<file path="src/logic/autoneg_nextpage_consts.svh">
// Offsets, field positions and reset values for the next-page register group.
// Contract
// Base-page flag latches high, gated by alternate mode.
// Parallel-detection fault latches high until read.
// Expansion bit mirrors partner next-page ability.
// Local next-page ability reads one.
// New page loads partner word, sets flag.
// Page-received flag clears when software reads.
// Alternate mode also clears on page_rx false/tx disable.
// Partner auto-negotiation ability shown; upper bits zero.
// Transmit next-page bit writable, resets zero.
// Transmit reserved bit is read-only zero.
// Message-page resets one, code field resets one.
// Transmit second-acknowledge writable, resets zero.
// Transmit toggle alternates on successive pages.
// Received next-page bit read-only, resets zero.
// Received acknowledge bit reports partner receipt.
// Received message-page bit reports page type.
// Received second-acknowledge reports partner compliance.
// Received toggle and code field captured, read-only.
// Configuration bit enables alternate next-page mode.
// Read-only writes ignored; reads disturb only flags.
`ifndef AUTONEG_NEXTPAGE_CONSTS_SVH
`define AUTONEG_NEXTPAGE_CONSTS_SVH

// ==========================================================================
// Register indices; the byte address is four times the index.
`define IDX_EXPANSION       8'h06
`define IDX_TX_NEXT_PAGE    8'h07
`define IDX_RX_NEXT_PAGE    8'h08
`define IDX_CONFIG          8'h10

// ==========================================================================
// Expansion register fields.
`define EXP_BASE_PAGE       5
`define EXP_PD_FAULT        4
`define EXP_LP_NP_ABLE      3
`define EXP_NP_ABLE         2
`define EXP_PAGE_RX         1
`define EXP_LP_AN_ABLE      0

// ==========================================================================
// Configuration register fields.
`define CFG_TX_DISABLE      13
`define CFG_ALT_NP          1

// ==========================================================================
// Reset values.
`define TX_PAGE_RESET       16'h2001
`define LOCAL_NP_ABLE       1'b1

`endif

</file>
<file path="src/logic/autoneg_nextpage_pkg.sv">
// Types shared by the next-page register group and its neighbours.
package autoneg_nextpage_pkg;

  // One 16-bit next-page link code word.
  typedef struct packed {
    logic        np;
    logic        ack;
    logic        mp;
    logic        ack2;
    logic        toggle;
    logic [10:0] code;
  } page_word_t;

  // Levels reported by the arbitration state machine.
  typedef struct packed {
    logic mr_page_rx;
    logic base_page;
    logic lp_np_able;
    logic lp_an_able;
  } an_status_t;

endpackage : autoneg_nextpage_pkg

</file>
<file path="src/logic/autoneg_nextpage_regs.sv">
// APB register bank for the auto-negotiation expansion and next-page registers.
`timescale 1ns/10ps
`include "autoneg_nextpage_consts.svh"

module autoneg_nextpage_regs #(
  parameter int ADDR_W = 12
) (
  // Clock, reset and clock enable.
  input  wire logic                              pclk,
  input  wire logic                              presetn,
  input  wire logic                              ce,
  // APB slave.
  input  wire logic [ADDR_W-1:0]                 paddr,
  input  wire logic                              psel,
  input  wire logic                              penable,
  input  wire logic                              pwrite,
  input  wire logic [31:0]                       pwdata,
  output logic      [31:0]                       prdata,
  output logic                                   pready,
  output logic                                   pslverr,
  // From the arbitration state machine.
  input  wire logic                              page_rx_event,
  input  wire logic                              page_is_next,
  input  wire autoneg_nextpage_pkg::page_word_t  rx_word,
  input  wire autoneg_nextpage_pkg::an_status_t  an_status,
  input  wire logic                              pd_fault_event,
  input  wire logic                              tx_page_sent,
  // To the arbitration state machine and the transmitter.
  output autoneg_nextpage_pkg::page_word_t       tx_page,
  output autoneg_nextpage_pkg::page_word_t       lp_base_word,
  output logic                                   alt_next_page_enable,
  output logic                                   transmit_disable
);

  // ==========================================================================
  // Elaboration check.
  if (ADDR_W < 10) begin : g_addr_check
    $error("ADDR_W must be at least 10 to reach every register");
  end

  // ==========================================================================
  // Address decode.
  function automatic logic [ADDR_W-1:0] reg_addr(input logic [7:0] idx);
    reg_addr = ADDR_W'({idx, 2'b00});
  endfunction : reg_addr

  logic                            setup;
  logic                            done;
  logic                            wr;
  logic                            rd;
  logic                            hit_exp;
  logic                            hit_tx;
  logic                            hit_rx;
  logic                            hit_cfg;
  logic                            hit_any;
  logic                            loaded;
  logic                            capture;

  assign setup   = psel & ~penable;
  assign capture = ce & psel & ~loaded;
  assign done    = ce & psel & penable & loaded;
  assign wr      = done & pwrite;
  assign rd      = done & ~pwrite;
  assign hit_exp = (paddr == reg_addr(`IDX_EXPANSION));
  assign hit_tx  = (paddr == reg_addr(`IDX_TX_NEXT_PAGE));
  assign hit_rx  = (paddr == reg_addr(`IDX_RX_NEXT_PAGE));
  assign hit_cfg = (paddr == reg_addr(`IDX_CONFIG));
  assign hit_any = hit_exp | hit_tx | hit_rx | hit_cfg;

  // A frozen clock enable stretches the access phase rather than dropping it, and the
  // access cannot end before its read data has been captured.
  assign pready  = ce & loaded;
  assign pslverr = psel & penable & ~hit_any;

  // ==========================================================================
  // Transfer tracking.
  // Set by the enabled cycle that captures read data, cleared when the access ends.
  // A setup cycle lost to a frozen clock enable therefore costs one wait state.
  always_ff @(posedge pclk or negedge presetn) begin
    if (!presetn) begin
      loaded <= 1'b0;
    end else if (ce) begin
      loaded <= psel & ~(penable & loaded);
    end
  end

  // ==========================================================================
  // Configuration.
  always_ff @(posedge pclk or negedge presetn) begin
    if (!presetn) begin
      alt_next_page_enable <= 1'b0;
      transmit_disable     <= 1'b0;
    end else if (ce && wr && hit_cfg) begin
      alt_next_page_enable <= pwdata[`CFG_ALT_NP];
      transmit_disable     <= pwdata[`CFG_TX_DISABLE];
    end
  end

  // ==========================================================================
  // Local transmit next page.
  always_ff @(posedge pclk or negedge presetn) begin
    if (!presetn) begin
      tx_page <= `TX_PAGE_RESET;
    end else if (ce) begin
      if (wr && hit_tx) begin
        tx_page     <= pwdata[15:0];
        tx_page.ack <= 1'b0;
      end
      // Sending a page flips the toggle even if a write lands in the same cycle.
      if (tx_page_sent) begin
        tx_page.toggle <= ~tx_page.toggle;
      end
    end
  end

  // ==========================================================================
  // Received pages.
  autoneg_nextpage_pkg::page_word_t lp_next;

  always_ff @(posedge pclk or negedge presetn) begin
    if (!presetn) begin
      lp_next      <= 16'h0000;
      lp_base_word <= 16'h0000;
    end else if (ce && page_rx_event) begin
      if (page_is_next) begin
        lp_next <= rx_word;
      end else begin
        lp_base_word <= rx_word;
      end
    end
  end

  // ==========================================================================
  // Latching-high flags.
  // A read clears a flag only if the value just read showed it set, so an event
  // arriving between the capture of read data and the access edge survives.
  logic                            page_rx_flag;
  logic                            pd_fault_flag;
  logic                            base_page_flag;
  logic                            exp_read;
  logic                            alt_clear;

  assign exp_read  = rd & hit_exp;
  assign alt_clear = alt_next_page_enable & (~an_status.mr_page_rx | transmit_disable);

  always_ff @(posedge pclk or negedge presetn) begin
    if (!presetn) begin
      page_rx_flag <= 1'b0;
    end else if (ce) begin
      if (page_rx_event) begin
        page_rx_flag <= 1'b1;
      end else if ((exp_read && prdata[`EXP_PAGE_RX]) || alt_clear) begin
        page_rx_flag <= 1'b0;
      end
    end
  end

  always_ff @(posedge pclk or negedge presetn) begin
    if (!presetn) begin
      pd_fault_flag <= 1'b0;
    end else if (ce) begin
      if (pd_fault_event) begin
        pd_fault_flag <= 1'b1;
      end else if (exp_read && prdata[`EXP_PD_FAULT]) begin
        pd_fault_flag <= 1'b0;
      end
    end
  end

  always_ff @(posedge pclk or negedge presetn) begin
    if (!presetn) begin
      base_page_flag <= 1'b0;
    end else if (ce) begin
      if (an_status.base_page) begin
        base_page_flag <= 1'b1;
      end else if (exp_read && prdata[`EXP_BASE_PAGE]) begin
        base_page_flag <= 1'b0;
      end
    end
  end

  // ==========================================================================
  // Read data.
  logic [15:0]                     exp_value;
  logic [15:0]                     cfg_value;

  always_comb begin
    exp_value                  = 16'h0000;
    exp_value[`EXP_BASE_PAGE]  = alt_next_page_enable & base_page_flag;
    exp_value[`EXP_PD_FAULT]   = pd_fault_flag;
    exp_value[`EXP_LP_NP_ABLE] = an_status.lp_np_able;
    exp_value[`EXP_NP_ABLE]    = `LOCAL_NP_ABLE;
    exp_value[`EXP_PAGE_RX]    = page_rx_flag;
    exp_value[`EXP_LP_AN_ABLE] = an_status.lp_an_able;
  end

  always_comb begin
    cfg_value                  = 16'h0000;
    cfg_value[`CFG_ALT_NP]     = alt_next_page_enable;
    cfg_value[`CFG_TX_DISABLE] = transmit_disable;
  end

  // Read data is captured in the first enabled cycle of a transfer and held through the access.
  always_ff @(posedge pclk or negedge presetn) begin
    if (!presetn) begin
      prdata <= 32'h0000_0000;
    end else if (capture) begin
      prdata <= 32'h0000_0000;
      if (!pwrite) begin
        unique case (1'b1)
          hit_exp: prdata[15:0] <= exp_value;
          hit_tx:  prdata[15:0] <= tx_page;
          hit_rx:  prdata[15:0] <= lp_next;
          hit_cfg: prdata[15:0] <= cfg_value;
          default: prdata[15:0] <= 16'h0000;
        endcase
      end
    end
  end
endmodule : autoneg_nextpage_regs

</file>
<file path="config.mk">
export PLATFORM = sky130hd
export DESIGN_NAME = autoneg_nextpage_regs
export DESIGN_NICKNAME = d
export VERILOG_FILES = /design/src/logic/autoneg_nextpage_pkg.sv /design/src/logic/autoneg_nextpage_regs.sv
export VERILOG_INCLUDE_DIRS = /design/src /design/src/logic
export SDC_FILE = /design/constraint.sdc
export NUM_CORES = 1
export LEC_CHECK = 0
export ABC_CLOCK_PERIOD_IN_PS = 1650
export BUFFER_PORTS_ARGS = -buffer_cell sky130_fd_sc_hd__buf_2
export CAP_MARGIN = 20
export CORE_UTILIZATION = 43
export CTS_CLUSTER_DIAMETER = 80
export DETAILED_ROUTE_END_ITERATION = 8
export PLACE_DENSITY = 0.85
export SYNTH_ARGS = -nofsm -noshare
export SYNTH_HDL_FRONTEND = slang
export SYNTH_SLANG_ARGS = --single-unit
</file>
<file path="constraint.sdc">
create_clock -name pclk -period 1.65 [get_ports pclk]
set_input_delay 0.165 -clock pclk [delete_from_list [all_inputs] [get_ports pclk]]
set_output_delay 0.165 -clock pclk [all_outputs]
set_load 0.01 [all_outputs]
</file>
==> results of run 1 <==
==> placed cells by master (no fill, tap or decap), types with 8 or more instances in the layout <==
master	n
buf_4	33
clkbuf_8	9
inv_1	8
mux2_2	35
a22oi_1	9
dfrtp_1	67
conb_1	17
mux2_4	14
buf_2	107
o31ai_1	10
nand2_1	19
==> worst max-delay path: stages (launching register included) <==
cell and delay, ns:
dfrtp_1 0.39, buf_4 0.14, buf_6 0.10, and2_4 0.13
nor3b_2 0.14, buf_4 0.16, nand2_4 0.09, clkbuf_16 0.16
mux2_4 0.30
==> sequential cells by signal, indices dropped and copies added (netlist names) <==
name	count
transmit_disable	1
base_page_flag	1
lp_base_word	16
loaded	1
page_rx_flag	1
pd_fault_flag	1
alt_next_page_enable	1
prdata	16
tx_page	15
lp_next	16
==> logic make-up after synthesis <==
logic type,share of synthesized area
DFF,0.5219
and+or+nand+nor,0.1140
AOI/OAI and AO/OA,0.1224
muxes,0.1726
buffers and inverters,0.06797
other,0.001132
==> where the power goes <==
group	internal, mW	total, mW	switching [mW]
Combinational	0.297	0.589	0.293
Sequential	1.84	1.94	0.0902
Clock	0.698	1.38	0.681
==> worst max path at each step <==
stage                  endpoint  cells past startpoint
detailed placement    prdata[0]                      5
floorplan           tx_page[10]                      6
CTS                   prdata[0]                      6
global placement      prdata[3]                      6
global route          prdata[0]                      6
finish              tx_page[15]                      8
==> layout make-up <==
cell class / count / area (µm²) / share of cell area
Clock inverter: 6 / 63.81 / 0.01411
Inverter: 8 / 30.03 / 0.006639
Multi-Input combinational cell: 179 / 1556 / 0.3441
Timing Repair Buffer: 147 / 892.1 / 0.1972
Sequential cell: 69 / 1729 / 0.3823
Tap cell: 99 / 123.9 / 0.02739
Clock buffer: 10 / 127.6 / 0.02822
==> per-stage QoR <==
stage	area [µm²]	worst slack (ns)	TNS, ns
after floorplan	3392	-0.05834	-0.6164
after global placement	4140	-0.1855	-4.902
after detailed placement	4140	-0.3683	-6.034
after CTS	4392	-0.06896	-0.1553
after global routing	4523	-0.1461	-1.572
final	4523	-0.06316	-0.6481
==> cell usage after synthesis, types with 5 or more instances <==
cell type / n / area, µm²
nand2_1: 19 / 71.32
dfrtp_1: 67 / 1677
clkbuf_1: 9 / 33.78
inv_1: 8 / 30.03
buf_4: 18 / 135.1
nand3_1: 5 / 25.02
a22oi_1: 9 / 67.56
mux2_2: 39 / 439.2
a22o_1: 5 / 43.79
mux2_1: 10 / 112.6
o31ai_1: 10 / 75.07
==> repair_timing <==
action                                 CTS  global route
buffers inserted                         1             2
endpoints found under the hold margin   15             0
gates cloned                             0             1
hold buffers                             1             0
resized for setup                        5            23
pin swaps                                2             2
setup endpoints to repair                4            21
==> metal layers <==
metal | GRT usage | part of all wire | up-vias
met4 | 0.08470 | 0.027 | 0
li1 | - | - | 1269
met5 | 0 | 0 | -
met2 | 0.3506 | 0.48 | 123
met3 | 0.05245 | 0.057 | 22
met1 | 0.2888 | 0.44 | 1341
==> impl_metrics.py, run 1 <==
metrics = {
    "critical_path": {
        "worstSetupPathType": "flop to flop",
        "arrival_ns": 1.96,
        "endpoint_kind": "flop",
        "path_max_fanout": 5,
        "worst-r2r-cell-count": 8,
        "crit_path_start": "loaded",
        "r2r_start": "loaded",
        "cp-start-kind": "flop",
        "cp.required_ns": 1.89,
        "worstReg2RegEnd": "tx_page[15]",
        "ff2ff_setup_slack_ns": -0.06,
    },
    "clocking": {
        "clock-sinks": 69,
        "cts_tree": "done",
        "clkTransAtPathRegs_ns": 0.08,
        "htreeDepth": 3,
        "worstSkewPairLatency_ns": 0.35,
        "root_buffer": "clkbuf_8",
        "ctsLongestPathBuffers": 2,
        "cts_buffers": 9,
    },
    "layout": {
        "area_delta_synth_final_pct": 36.52,
        "nets": 488,
        "num_antenna_cells": 0,
        "layout-drive-gt1-share": 0.5465,
        "fillers": 584,
        "fin_cells": 518,
        "utilization": 0.6138,
    },
    "sta": {
        "hold_viol": 0,
        "setup_viol": 17,
        "rsz0062_at_grt": "yes",
        "fin_skew_ns": 0.009560,
        "final.setup.worst_slack_ns": -0.06316,
        "fin_crit_ns": 1.713,
        "max_freq_ghz": 0.5837,
        "period_share": 1.038,
        "hold_ws_ns": 0.04073,
        "final_max_slew_viol_count": 0,
    },
    "drt": {
        "viasPerCell": 5.319,
        "dr.pass1.iters": 4,
        "wl_mm": 8.820,
        "wl_per_cell_um": 17.03,
        "drcViolationCount": 0,
        "final_antenna_net_count": 0,
        "dr_total_vias": 2755,
        "drt_iter0_drc": 269,
    },
    "global_route": {
        "overflow": 0,
        "grt_pass1_vias": 2782,
        "grt_pass1_wl_mm": 13.88,
        "antenna_found_initial": 0,
        "grt_max_degree": 54,
        "grt.total_usage": 0.2194,
    },
    "synth": {
        "netlist_area_mm2": 0.003313,
        "synth_cell_types": 47,
        "synth_edf_count": 0,
        "async_reset_ff_frac": 1.000,
        "synthCells": 271,
        "syn_area_per_cell_um2": 12.23,
        "synth-seq-cells": 69,
        "ys_seq_area_frac": 0.5219,
        "synth_flop_cell": "dfrtp_1",
        "synth_warnings": 0,
    },
    "worst_hold_path": {
        "min_to": "tx_page[10]",
        "min-delay-start": "pwdata[10]",
        "hold_path_depth": 2,
        "hp-class": "input pin to flop",
    },
    "status": {
        "violations": "negative setup slack",
        "outcome": "finished with violations",
    },
    "floorplanning": {
        "die_y_um": 89.78,
        "die_area_mm2": 0.008060,
        "io_pins": 142,
        "initial_utilization": 0.4496,
        "core_mm2": 0.007370,
        "die_w_um": 89.78,
        "rows": 31,
    },
    "place": {
        "portBuffers": 107,
        "place.gp.congestion": 0.8542,
        "hpwl_mm": 6.212,
        "placedCellCount": 497,
    },
    "power": {
        "total_power_mw": 3.904,
        "pwr_density_cell_mw_per_mm2": 863.1,
        "ir_drop_uv": 638.1,
        "p_leak_nw": 2.258,
    },
    "run": {
        "cap_viol_max_count": 0,
    },
}
No activity file was read; power rests on OpenSTA's default activity.
==> inputs of run 2 (changes only) <==
--- a/config.mk
+++ b/config.mk
@@ -12,7 +12,7 @@
 export CORE_UTILIZATION = 43
 export CTS_CLUSTER_DIAMETER = 80
 export DETAILED_ROUTE_END_ITERATION = 8
-export PLACE_DENSITY = 0.85
+export PLACE_DENSITY = 0.87
 export SYNTH_ARGS = -nofsm -noshare
 export SYNTH_HDL_FRONTEND = slang
 export SYNTH_SLANG_ARGS = --single-unit
==> run 2 against run 1 <==
The flow still finishes with violations (negative setup slack). Count of clock-buffer cells in the layout unchanged. Core utilization shrank 1.1 points. Clock skew shrank 0.0037 ns. Via count up 0.80%. Critical path depth fell by 3. Combinational power hardly changed. Sequential share of layout area increased by 0.72 points.
==> impl_metrics.py, run 2 (same netlist as run 1, synthesis figures left out) <==
metrics = {
    "status": {
        "outcome": "finished with violations",
        "violations": "negative setup slack",
    },
    "drt": {
        "viasPerCell": 5.361,
        "drt_iter0_drc": 198,
        "dr.pass1.iters": 4,
        "drcViolationCount": 0,
        "wl_mm": 8.570,
        "dr_total_vias": 2777,
        "final_antenna_net_count": 0,
        "wl_per_cell_um": 16.54,
    },
    "global_route": {
        "antenna_found_initial": 0,
        "grt.total_usage": 0.2146,
        "grt_max_degree": 31,
        "grt_pass1_wl_mm": 13.53,
        "grt_pass1_vias": 2681,
        "overflow": 0,
    },
    "critical_path": {
        "arrival_ns": 1.93,
        "cp.required_ns": 1.89,
        "path_max_fanout": 4,
        "endpoint_kind": "flop",
        "worstSetupPathType": "flop to flop",
        "cp-start-kind": "flop",
    },
    "power": {
        "total_power_mw": 3.726,
        "ir_drop_uv": 529.6,
        "p_leak_nw": 2.195,
        "pwr_density_cell_mw_per_mm2": 839.3,
    },
    "sta": {
        "relSlewSlack": 0.5922,
        "tns_ns": -0.07581,
        "rsz0062_at_grt": "yes",
        "worst_pin_slew_ns": 0.6118,
        "fin_crit_ns": 1.686,
        "hold_viol": 0,
        "fin_skew_ns": 0.005828,
        "final.setup.worst_slack_ns": -0.03555,
        "final_max_slew_viol_count": 0,
        "setup_viol": 4,
        "max_freq_ghz": 0.5933,
        "period_share": 1.022,
    },
    "place": {
        "hpwl_mm": 6.300,
        "pre_cts_slack_ns": -0.3132,
        "postPlaceCellArea_mm2": 0.004168,
        "place.gp.congestion": 0.8466,
        "placedCellCount": 499,
        "portBuffers": 107,
    },
    "layout": {
        "num_antenna_cells": 0,
        "largestRegisters": "lp_base_word x16, lp_next x16, prdata x16",
        "nets": 488,
        "area_delta_synth_final_pct": 33.99,
        "final_cell_mix": "buf_2 (106), dfrtp_1 (67), mux2_2 (39), buf_4 (35), nand2_1 (19)",
        "fillers": 637,
        "fin_cells": 518,
        "layout-drive-gt1-share": 0.5203,
        "layout_commonest_cell": "buf_2",
        "fin_area_mm2": 0.004439,
    },
    "clocking": {
        "cts_tree": "done",
        "cts_buffers": 9,
        "clkTransAtPathRegs_ns": 0.07,
        "root_buffer": "clkbuf_8",
        "worstSkewPairLatency_ns": 0.35,
        "ctsLongestPathBuffers": 2,
        "htreeDepth": 3,
        "clock-sinks": 69,
    },
    "floorplanning": {
        "die_w_um": 89.78,
        "rows": 31,
        "initial_utilization": 0.4496,
        "core_mm2": 0.007370,
        "die_area_mm2": 0.008060,
        "io_pins": 142,
        "die_y_um": 89.78,
    },
    "run": {
        "cap_viol_max_count": 0,
    },
    "worst_hold_path": {
        "hp-class": "input pin to flop",
    },
}
[run 2: per-layer routing]
layer	global-route usage	part of all wire	up-vias
met3	0.04230	0.061	20
met5	0	0	-
met4	0.07787	0.023	0
li1	-	-	1260
met1	0.2955	0.44	1369
met2	0.3372	0.48	128
[run 2: cell type report]
cell class / count / area (µm²) / share of cell area
clock inverter: 6 / 38.79 / 0.008737
sequential: 69 / 1729 / 0.3895
tap: 99 / 123.9 / 0.02790
timing repair buffer: 147 / 885.9 / 0.1995
inverter: 8 / 30.03 / 0.006764
multi-input combinational: 179 / 1504 / 0.3388
clock buffer: 10 / 127.6 / 0.02875
[run 2: critical path: stages, from the launching register on]
cell and delay, ns:
dfrtp_1 0.40, nor4bb_1 0.29, buf_4 0.17, nor4b_4 0.28
o211ai_1 0.16, o41ai_2 0.29
[run 2: repair_timing]
item / in CTS / in global routing
endpoints found under the hold margin: 21 / 0
pin swaps: 0 / 2
setup buffers: 0 / 2
hold buffers: 1 / 0
gates resized for setup: 5 / 7
setup endpoints to repair: 4 / 20
[run 2: final timing paths]
path                            slack [ns]  cells after the start      start     endpoint
worst max-delay path                 -0.04                      5     loaded    prdata[0]
worst min-delay path                  0.03                      2  pwdata[8]   tx_page[8]
worst max register to register       -0.04                      5     loaded    prdata[0]
worst min register to register        0.49                      2  prdata[2]    prdata[2]
max in group asynchronous             0.70                      3    presetn  tx_page[13]
min in group asynchronous             0.37                      2    presetn   tx_page[5]
[run 2: metrics by stage]
step,utilization,hold slack [ns]
2_1_floorplan,-,-0.1306
3_3_place_gp,0.5655,0.1985
3_5_place_dp,0.5655,0.2114
4_1_cts,0.5949,0.01474
5_1_grt,0.6024,0.02191
6_report,0.6024,0.02952
[run 2: power breakdown]
part	internal [mW]	switching [mW]	leakage, nW
clock network	0.542	0.662	0.0824
logic	0.299	0.291	1.24
registers	1.85	0.0862	0.869
total	2.69	1.04	2.19
==> inputs of run 3 (changes only) <==
--- a/config.mk
+++ b/config.mk
@@ -9,10 +9,11 @@
 export ABC_CLOCK_PERIOD_IN_PS = 1650
 export BUFFER_PORTS_ARGS = -buffer_cell sky130_fd_sc_hd__buf_2
 export CAP_MARGIN = 20
-export CORE_UTILIZATION = 43
+export CORE_UTILIZATION = 45
+export CTS_BUF_LIST = sky130_fd_sc_hd__clkbuf_8
 export CTS_CLUSTER_DIAMETER = 80
 export DETAILED_ROUTE_END_ITERATION = 8
-export PLACE_DENSITY = 0.87
+export PLACE_DENSITY = 0.9
 export SYNTH_ARGS = -nofsm -noshare
 export SYNTH_HDL_FRONTEND = slang
 export SYNTH_SLANG_ARGS = --single-unit
==> run 3 against run 2 <==
The flow now finishes without violations. Non-clock buffer count rose by 5. Hold slack improved by 0.0083 ns. Sequential share of layout area fell by 1.1 points. Global-route usage rose by 2.1 points. Sequential cell count did not move. Worst setup slack improved by 0.046 ns. Die area fell by 4.4%. Critical path depth rose by 1. Final cell count rose by 0.58%. Combinational power rose by 0.8%. Count of clock-buffer cells in the layout fell by 1. Critical path type unchanged.
==> impl_metrics.py, run 3 (same netlist as run 1, synthesis figures left out) <==
metrics = {
    "clocking": {
        "cts_buffers": 9,
        "htreeDepth": 3,
        "clock-sinks": 69,
        "cts_tree": "done",
        "worstSkewPairLatency_ns": 0.34,
        "ctsLongestPathBuffers": 2,
        "clkTransAtPathRegs_ns": 0.08,
        "root_buffer": "clkbuf_8",
    },
    "layout": {
        "largestRegisters": "lp_base_word x16, lp_next x16, prdata x16",
        "layout_commonest_cell": "buf_2",
        "multi_input_area_mm2": 0.001544,
        "ff_latch_area_mm2": 0.001729,
        "num_antenna_cells": 0,
        "fillers": 568,
        "area_delta_synth_final_pct": 37.99,
        "nets": 494,
        "final_cell_mix": "buf_2 (107), dfrtp_1 (67), buf_4 (39), mux2_2 (38), nand2_1 (19)",
        "layout-drive-gt1-share": 0.5388,
    },
    "global_route": {
        "grt.total_usage": 0.2357,
        "antenna_found_initial": 0,
        "grt_pass1_wl_mm": 13.52,
        "grt_max_degree": 70,
        "grt_pass1_vias": 2716,
        "overflow": 0,
    },
    "run": {
        "cap_viol_max_count": 0,
    },
    "drt": {
        "drt_iter0_drc": 133,
        "final_antenna_net_count": 0,
        "dr_total_vias": 2788,
        "drcViolationCount": 0,
        "wl_mm": 8.613,
        "viasPerCell": 5.351,
        "dr.pass1.iters": 4,
        "wl_per_cell_um": 16.53,
    },
    "power": {
        "p_leak_nw": 2.284,
        "ir_drop_uv": 624.6,
        "pwr_density_cell_mw_per_mm2": 922.3,
    },
    "place": {
        "portBuffers": 107,
        "hpwl_mm": 6.260,
        "place.gp.congestion": 0.8244,
    },
    "floorplanning": {
        "initial_utilization": 0.4771,
        "rows": 30,
        "die_y_um": 87.81,
        "die_area_mm2": 0.007710,
        "core_mm2": 0.006944,
        "die_w_um": 87.81,
        "io_pins": 142,
    },
    "sta": {
        "final_max_slew_viol_count": 0,
        "hold_ws_ns": 0.03783,
        "fin_crit_ns": 1.640,
        "rsz0062_at_grt": "yes",
        "hold_viol": 0,
        "fin_skew_ns": 0.005937,
        "period_share": 0.9936,
        "max_freq_ghz": 0.6099,
        "tns_ns": 0,
        "setup_viol": 0,
    },
    "critical_path": {
        "endpoint_kind": "flop",
        "cp-start-kind": "flop",
        "worstSetupPathType": "flop to flop",
        "path_max_fanout": 3,
        "cp.required_ns": 1.89,
        "arrival_ns": 1.88,
    },
    "worst_hold_path": {
        "hp-class": "input pin to flop",
    },
    "status": {
        "outcome": "finished clean",
    },
}
==> run 3: repair_timing <==
action / CTS / global route
setup endpoints to repair: 13 / 21
cloned: 0 / 1
pin swaps: 2 / 5
hold endpoints to repair: 67 / 0
setup buffers: 2 / 7
hold buffers: 1 / 0
gates resized for setup: 12 / 9
==> run 3: cell type report <==
type / instances / area share
Clock inverter: 7 / 0.02655
Sequential cell: 69 / 0.3782
Clock buffer: 9 / 0.02709
Tap cell: 96 / 0.02627
Inverter: 8 / 0.006568
Timing Repair Buffer: 152 / 0.1976
Multi-Input combinational cell: 180 / 0.3377
==> run 3: power by group <==
group          total, mW  switching (mW)  internal, mW
sequential          1.93          0.0862          1.84
combinational      0.595           0.294         0.301
clock               1.69           0.679          1.01
total               4.22            1.06          3.16
==> run 3: final timing paths <==
| path | startpoint | slack [ns] | cells after the start | end |
|---|---|---|---|---|
| min | pwdata[7] | 0.04 | 2 | tx_page[7] |
| max reg2reg | loaded | 0.01 | 6 | prdata[4] |
| max | loaded | 0.01 | 6 | prdata[4] |
| min in group asynchronous | presetn | 0.38 | 3 | tx_page[2] |
| max in group asynchronous | presetn | 0.92 | 3 | tx_page[13] |
| min reg2reg | prdata[10] | 0.49 | 2 | prdata[10] |
==> run 3: per-layer routing <==
metal	routed length (µm)	vias up	track usage
met5	0	-	0
met4	59	0	0.07899
met3	588	6	0.04053
met2	4315	116	0.3953
met1	3651	1389	0.3103
li1	-	1277	-
==> run 3: worst max-delay path: stages, from the launching register on <==
cell and delay, ns:
dfrtp_1 0.39, nor4bb_2 0.29, buf_4 0.17, nor4b_4 0.24
buf_4 0.17, o221ai_2 0.10, o41ai_2 0.20
==> run 3: through the flow <==
| stage | power (mW) | instances | instance area [µm²] | utilization | setup slack, ns |
|---|---|---|---|---|---|
| after CTS | 4.241 | 514 | 4468 | 0.6434 | -0.05479 |
| after global routing | 4.405 | 521 | 4572 | 0.6584 | -0.08261 |
| final | 4.217 | 521 | 4572 | 0.6584 | 0.01048 |
| after detailed placement | 2.534 | 495 | 4131 | 0.5950 | -0.2644 |
| after floorplan | 2.267 | 287 | 3392 | - | -0.05834 |
| after global placement | 2.507 | 495 | 4131 | 0.5950 | -0.2384 |
